File: config.mk
export PLATFORM = sky130hd
export DESIGN_NAME = psmc_ctrl
export DESIGN_NICKNAME = d
export VERILOG_FILES = /design/src/include/psmc_pkg.sv /design/src/design/psmc_ctrl.sv
export SDC_FILE = /design/constraint.sdc
export NUM_CORES = 1
export LEC_CHECK = 0
export ABC_AREA = 1
export BUFFER_PORTS_ARGS = -buffer_cell sky130_fd_sc_hd__buf_4
export CORE_MARGIN = 2
export CORE_UTILIZATION = 30
export CTS_CLUSTER_DIAMETER = 60
export DETAILED_ROUTE_END_ITERATION = 6
export GPL_TIMING_DRIVEN = 0
export PLACE_DENSITY = 0.71
export SYNTH_ARGS = -nofsm -noshare
export SYNTH_HDL_FRONTEND = slang
export SYNTH_SLANG_ARGS = --single-unit
export TNS_END_PERCENT = 20
File: constraint.sdc
create_clock -name ref_clk -period 1 [get_ports ref_clk]
set_input_delay 0.2 -clock ref_clk [delete_from_list [all_inputs] [get_ports ref_clk]]
set_output_delay 0.2 -clock ref_clk [all_outputs]
set_load 0.03 [all_outputs]
File: src/include/psmc_pkg.sv
// Package for the power-save mode controller: modes, states and field layouts.
package psmc_pkg;

  // ----------------------------------------------------------------
  // Field layouts
  // ----------------------------------------------------------------
  localparam int OSC_SEL_W = 3;
  localparam int OSC_SEL_LSB = 8;
  localparam logic [OSC_SEL_W-1:0] OSC_SEL_RESET = 3'h0;
  localparam int RESTART_CYCLES = 4;
  localparam logic [2:0] RESTART_LAST = 3'(RESTART_CYCLES - 1);

  // ----------------------------------------------------------------
  // Power-save instruction operand
  // ----------------------------------------------------------------
  localparam logic SAVE_OP_SLEEP = 1'h0;
  localparam logic SAVE_OP_IDLE = 1'h1;

  typedef enum logic [1:0] {
    PSMC_RUN,
    PSMC_SLEEP,
    PSMC_IDLE,
    PSMC_RESTART
  } psmc_state_t;

  typedef struct packed {
    logic cpuClkEn;
    logic periphClkEn;
    logic sysOscEn;
    logic lowPowerRcEn;
  } psmc_clk_t;

  typedef struct packed {
    logic intr;
    logic watchdog;
  } psmc_wake_t;

endpackage : psmc_pkg

File: src/design/psmc_ctrl.sv
// Power-save mode controller: sleep, idle, wake-up and oscillator selection.
//
// Summary of operation
// - Oscillator selection written only while unlocked.
// - Low-power state entered only by instruction.
// - Sleep stops clocks and halts execution.
// - Idle halts CPU, peripherals keep clocking.
// - Enabled interrupt, watchdog or reset wakes.
// - Watchdog cleared in the first sleep cycle, when enabled.
// - Low-power RC runs in sleep with watchdog.
// - System-clocked peripherals disabled during sleep.
// - Sleep wake restarts with entry clock source.
`timescale 1ns/1ps
module psmc_ctrl
  import psmc_pkg::*;
(
  // Clock and reset
  input wire logic ref_clk,
  input wire logic rst_n,
  // Power-save instruction from the core
  input wire logic saveValid,
  input wire logic saveOperand,
  // Wake sources
  input wire psmc_wake_t wakeSrc,
  input wire logic watchdogEnable,
  // Oscillator selection write
  input wire logic oscWrite,
  input wire logic [15:0] oscWriteData,
  input wire logic clockLocked,
  // Clock and control outputs
  output psmc_clk_t clkCtl,
  output logic watchdogClear,
  output logic [OSC_SEL_W-1:0] nextOscSelect,
  output logic [OSC_SEL_W-1:0] activeOscSelect,
  output logic asleep,
  output logic idling
);

  // ----------------------------------------------------------------
  // State and decode
  // ----------------------------------------------------------------
  psmc_state_t state_q, state_d;
  logic [2:0] restartCnt_q, restartCnt_d;
  logic [OSC_SEL_W-1:0] nextOsc_q, activeOsc_q;
  logic wdClear_q;

  // Wake detection is a plain OR of levels, so it needs no edge of the stopped clock.
  wire logic wakeNow = wakeSrc.intr | wakeSrc.watchdog;
  wire logic enterSleep = (state_q == PSMC_RUN) && saveValid && (saveOperand == SAVE_OP_SLEEP);
  wire logic enterIdle = (state_q == PSMC_RUN) && saveValid && (saveOperand == SAVE_OP_IDLE);
  wire logic oscAccept = oscWrite && !clockLocked && (state_q == PSMC_RUN);
  wire logic restartDone = (state_q == PSMC_RESTART) && (restartCnt_q == RESTART_LAST);

  always_comb begin
    state_d = state_q;
    restartCnt_d = '0;
    unique case (state_q)
      PSMC_RUN: begin
        if (enterSleep) begin
          state_d = PSMC_SLEEP;
        end else if (enterIdle) begin
          state_d = PSMC_IDLE;
        end
      end
      PSMC_SLEEP: begin
        if (wakeNow) begin
          state_d = PSMC_RESTART;
        end
      end
      PSMC_IDLE: begin
        if (wakeNow) begin
          state_d = PSMC_RUN;
        end
      end
      PSMC_RESTART: begin
        restartCnt_d = restartCnt_q + 3'h1;
        if (restartDone) begin
          state_d = PSMC_RUN;
        end
      end
    endcase
  end

  always_ff @(posedge ref_clk) begin
    if (!rst_n) begin
      state_q <= PSMC_RUN;
      restartCnt_q <= '0;
      nextOsc_q <= OSC_SEL_RESET;
      activeOsc_q <= OSC_SEL_RESET;
      wdClear_q <= 1'b0;
    end else begin
      state_q <= state_d;
      restartCnt_q <= restartCnt_d;
      if (oscAccept) begin
        nextOsc_q <= oscWriteData[OSC_SEL_LSB +: OSC_SEL_W];
      end
      // The active source is frozen outside run, so sleep wakes on the entry source.
      if (state_q == PSMC_RUN && !enterSleep) begin
        activeOsc_q <= nextOsc_q;
      end
      wdClear_q <= enterSleep && watchdogEnable;
    end
  end

  // ----------------------------------------------------------------
  // Outputs
  // ----------------------------------------------------------------
  wire logic inSleep = (state_q == PSMC_SLEEP);
  wire logic inIdle = (state_q == PSMC_IDLE);
  assign clkCtl.sysOscEn = !inSleep;
  assign clkCtl.cpuClkEn = (state_q == PSMC_RUN);
  assign clkCtl.periphClkEn = !inSleep;
  assign clkCtl.lowPowerRcEn = !inSleep || watchdogEnable;
  assign watchdogClear = wdClear_q;
  assign nextOscSelect = nextOsc_q;
  assign activeOscSelect = activeOsc_q;
  assign asleep = inSleep;
  assign idling = inIdle;

  // ----------------------------------------------------------------
  // Assertions
  // ----------------------------------------------------------------
  property p_enter_only_by_instr;
    @(posedge ref_clk) disable iff (!rst_n)
      (state_q == PSMC_RUN && !saveValid) |=> (state_q == PSMC_RUN);
  endproperty
  a_enter_only_by_instr: assert property (p_enter_only_by_instr)
    else $error("Low-power state entered without instruction.");

  property p_osc_locked;
    @(posedge ref_clk) disable iff (!rst_n)
      clockLocked |=> $stable(nextOscSelect);
  endproperty
  a_osc_locked: assert property (p_osc_locked)
    else $error("Oscillator selection changed while locked.");

  property p_sleep_clocks;
    @(posedge ref_clk) disable iff (!rst_n)
      asleep |-> (!clkCtl.sysOscEn && !clkCtl.cpuClkEn && !clkCtl.periphClkEn);
  endproperty
  a_sleep_clocks: assert property (p_sleep_clocks)
    else $error("Clock running during sleep.");

  property p_idle_clocks;
    @(posedge ref_clk) disable iff (!rst_n)
      idling |-> (!clkCtl.cpuClkEn && clkCtl.periphClkEn);
  endproperty
  a_idle_clocks: assert property (p_idle_clocks)
    else $error("Idle clocking wrong.");

  property p_idle_wake;
    @(posedge ref_clk) disable iff (!rst_n)
      (idling && (wakeSrc.intr || wakeSrc.watchdog)) |=> (state_q == PSMC_RUN);
  endproperty
  a_idle_wake: assert property (p_idle_wake)
    else $error("Idle did not wake.");

  property p_wd_clear;
    @(posedge ref_clk) disable iff (!rst_n)
      (enterSleep && watchdogEnable) |=> (watchdogClear && asleep);
  endproperty
  a_wd_clear: assert property (p_wd_clear)
    else $error("Watchdog not cleared on sleep entry.");

  property p_low_power_rc_clock;
    @(posedge ref_clk) disable iff (!rst_n)
      (asleep && watchdogEnable) |-> clkCtl.lowPowerRcEn;
  endproperty
  a_low_power_rc_clock: assert property (p_low_power_rc_clock)
    else $error("Low-power RC stopped in sleep.");

  property p_same_source;
    @(posedge ref_clk) disable iff (!rst_n)
      asleep |=> $stable(activeOscSelect);
  endproperty
  a_same_source: assert property (p_same_source)
    else $error("Clock source changed across sleep.");

  property p_restart_order;
    @(posedge ref_clk) disable iff (!rst_n)
      (asleep && wakeSrc.intr) |=> (clkCtl.sysOscEn && !clkCtl.cpuClkEn) [*4] ##1 clkCtl.cpuClkEn;
  endproperty
  a_restart_order: assert property (p_restart_order)
    else $error("CPU released before clock restart.");

  property p_sleep_wake;
    @(posedge ref_clk) disable iff (!rst_n)
      (asleep && (wakeSrc.intr || wakeSrc.watchdog)) |=> !asleep;
  endproperty
  a_sleep_wake: assert property (p_sleep_wake)
    else $error("Sleep did not wake.");

  property p_restart_clocks;
    @(posedge ref_clk) disable iff (!rst_n)
      (state_q == PSMC_RESTART) |->
        (clkCtl.sysOscEn && clkCtl.periphClkEn && !clkCtl.cpuClkEn);
  endproperty
  a_restart_clocks: assert property (p_restart_clocks)
    else $error("CPU clock released during oscillator restart.");

  // Writes are accepted only in the run state, so a halted core must leave the selection alone.
  property p_osc_halted;
    @(posedge ref_clk) disable iff (!rst_n)
      !clkCtl.cpuClkEn |=> $stable(nextOscSelect);
  endproperty
  a_osc_halted: assert property (p_osc_halted)
    else $error("Oscillator selection changed while the core was halted.");

  property p_no_stray_clear;
    @(posedge ref_clk) disable iff (!rst_n)
      !(enterSleep && watchdogEnable) |=> !watchdogClear;
  endproperty
  a_no_stray_clear: assert property (p_no_stray_clear)
    else $error("Watchdog cleared without sleep entry.");

  property p_entry_source;
    @(posedge ref_clk) disable iff (!rst_n)
      enterSleep |=> $stable(activeOscSelect);
  endproperty
  a_entry_source: assert property (p_entry_source)
    else $error("Clock source changed at sleep entry.");

  c_sleep: cover property (@(posedge ref_clk) disable iff (!rst_n)
    enterSleep ##[1:50] state_q == PSMC_RUN);
  c_idle: cover property (@(posedge ref_clk) disable iff (!rst_n)
    enterIdle ##[1:50] state_q == PSMC_RUN);
  c_osc: cover property (@(posedge ref_clk) disable iff (!rst_n) oscAccept);
  c_wdt_wake: cover property (@(posedge ref_clk) disable iff (!rst_n)
    asleep && wakeSrc.watchdog);
  c_locked_write: cover property (@(posedge ref_clk) disable iff (!rst_n)
    oscWrite && clockLocked);

endmodule : psmc_ctrl

==> qor.yml <==
leakagePower_nw: 0.469
kind_of_end_point_of_the_critical_path: "output pin"
place_worst_setup_slack_ns: -0.133
type_of_origin_of_the_critical_path: "register"
drt-pass1-iter-count: 2
yosys.area.top_type_share: 0.439
clock_sinks: 12
violated_checks: "negative setup slack"
rsz0062_at_grt: "true"
max_fanout_on_critical_path: 5
min_path_type: "in2reg"
skew_ns: 0.00206
worst_ir_drop_vdd_v: 0.00108
dr.first_iter.drc_count: 1
tightest_slew_ns: 0.270
grt_first_pass_wirelength_um: 1950
total_power_mw: 2.20
layout.cells.most_common_list: "21 x sky130_fd_sc_hd__nor2_1, 20 x sky130_fd_sc_hd__buf_4, 11 x sky130_fd_sc_hd__inv_1"
place.port_buffers: 24
critical-path-top-delay-family: "flip-flops"
cp.required_ns: 0.80
timing.slew.headroom: 0.819
numPlacedInstances: 129
drt-wirelength-per-cell_um: 8.80
cp_slowest_stage_delay_ns: 0.37
die-width_um: 46.7
die_height_um: 46.7
avgSynthCellArea_um2: 6.83
postLayoutCoreUtil: 0.533
power-per-cell-area_nw_per_um2: 2390
clock_latency_ns: 0.26
maximum_number_of_pins_on_one_net_before_global_route_repair: 10
ioPinCount: 38
grt.total_usage: 0.126
clk_path_buf_depth: 2
fp.dieArea_um2: 2180
drv_cap: 0
timing_worst_setup_path_type: "reg2out"
yosys-top-cells-area: "sky130_fd_sc_hd__dfxtp_1 44%, sky130_fd_sc_hd__nor2_1 14%, sky130_fd_sc_hd__inv_1 8.9%"
outcome: "complete, but fails checks"
core_area_um2: 1730
route.final.wire_length_um: 1200
gp_congestion: 0.702
critical_path.n_buffers_inverters: 3
finalHoldViolations: 0
post_synth_inst_count: 80
clk_pin_slew_ns: 0.07
via_count: 562
share_of_cells_above_drive_strength_1: 0.505
tritoncts: "built"
drt_drc_violations_left: 0
syn_nets: 107
detail_route.vias_per_cell: 4.13
final_nets: 139
yosys_warning_total: 0
first_global_vias: 515
number_of_unique_standard_cell_types_used_by_synthesis: 15
placed_cell_area_um2: 796
finish.instance_area_um2: 920
synth.yosys.seq_area_share: 0.439
grt_remaining_overflow: 0
dp_hpwl_um: 926
antenna_violations_before_repair: 0
netlist.top_cell.by_area: "sky130_fd_sc_hd__dfxtp_1"
crit_chain: "inv_2 > nand2_4 > buf_6 > buf_6"
worstPathArrival_ns: 1.00
worst_hold_slack_ns: 0.170
max_transition_viols_final: 0
cts_buffers: 3
final_min_period_over_clock_period: 1.20
path_common_cell: "sky130_fd_sc_hd__buf_6"
clock.fmax_mhz: 830
instances_no_fill: 136
mappedNetlistArea_um2: 547
diodes: 0
cts_hold_buffers: 0
min_period_ns: 1.20
final_common_cell: "sky130_fd_sc_hd__nor2_1"
rows: 15
number_of_setup_violations_in_the_final_report: 11
synth.ff_latch_count: 12
cts-htree-levels: 1
area.growth.synth_to_final_pct: 68.2
setup_total_negative_slack_ns: -1.32
initial_utilization: 0.317
ant_nets: 0
slowest_stage: "sky130_fd_sc_hd__dfxtp_4"
setup_ws_ns: -0.204
clockRootBuffer: "sky130_fd_sc_hd__clkbuf_4"
state kept, by name, summed over array words and instances, names as in the netlist:
register	cells
activeOscSelect	3
nextOscSelect	3
restartCnt_q	3
state_q	2
watchdogClear	1
Yosys cell counts:
library cell	count
sky130_fd_sc_hd__o21ai_1	1
sky130_fd_sc_hd__nor2_2	1
sky130_fd_sc_hd__buf_4	1
sky130_fd_sc_hd__nand2_2	2
sky130_fd_sc_hd__inv_1	13
sky130_fd_sc_hd__nor2_4	1
sky130_fd_sc_hd__dfxtp_1	12
sky130_fd_sc_hd__o21ai_0	6
sky130_fd_sc_hd__a21oi_1	1
sky130_fd_sc_hd__nand2_1	12
sky130_fd_sc_hd__nand3_1	2
sky130_fd_sc_hd__inv_2	4
sky130_fd_sc_hd__nor4_1	1
sky130_fd_sc_hd__nor2_1	21
sky130_fd_sc_hd__ha_1	2
tightest hold or removal path: cells and delay by family:
kind	cells	cell delay, ns
buffers and inverters	1	0.08
AND/OR/NAND/NOR	1	0.07
AO/OA/AOI/OAI	1	0.06
cell type report:
type / instances / area, um^2
fillers: 186 / 807
multi-input cells: 50 / 292
flip-flops and latches: 12 / 254
repair buffers: 27 / 229
inverters: 17 / 66.3
clock buffers: 4 / 36.3
well taps: 25 / 31.3
plain buffers: 1 / 11.3
power breakdown:
group,internal (mW),switching (mW)
Sequential,0.586,0.0974
Clock,0.221,0.150
Combinational,0.471,0.670
what timing repair did:
item | CTS | global route
gates resized for setup | 10 | 13
pin swaps | 1 | 2
hold endpoints to repair | 0 | 0
cloned | 0 | 0
endpoints found under the setup margin | 12 | 17
buffers inserted | 3 | 0
path summary, 6_finish.rpt:
| check | startpoint | end | slack [ns] | cells past startpoint |
|---|---|---|---|---|
| worst max-delay path | state_q[1] | clkCtl[2] | -0.20 | 4 |
| worst min-delay path | oscWriteData[8] | nextOscSelect[0] | 0.17 | 3 |
| worst min register to register | restartCnt_q[0] | restartCnt_q[0] | 0.43 | 1 |
| worst max register to register | restartCnt_q[0] | state_q[0] | -0.13 | 10 |
per-layer routing:
layer,GRT usage,routed length [um],up-vias
met4,0.0833,10,0
met3,0.0235,64,2
met1,0.150,520,241
met5,0,0,-
li1,-,-,302
met2,0.206,601,17
kinds of logic (layout without fill, tap and decap cells):
logic type	Yosys count	after routing	share of synthesized area
AOI/OAI and AO/OA	8	8	0.0732
adders and majority gates	2	2	0.0458
buffers and inverters	18	49	0.130
DFF	12	12	0.439
and+or+nand+nor	40	40	0.311
Power figures use the tool's default switching activity.
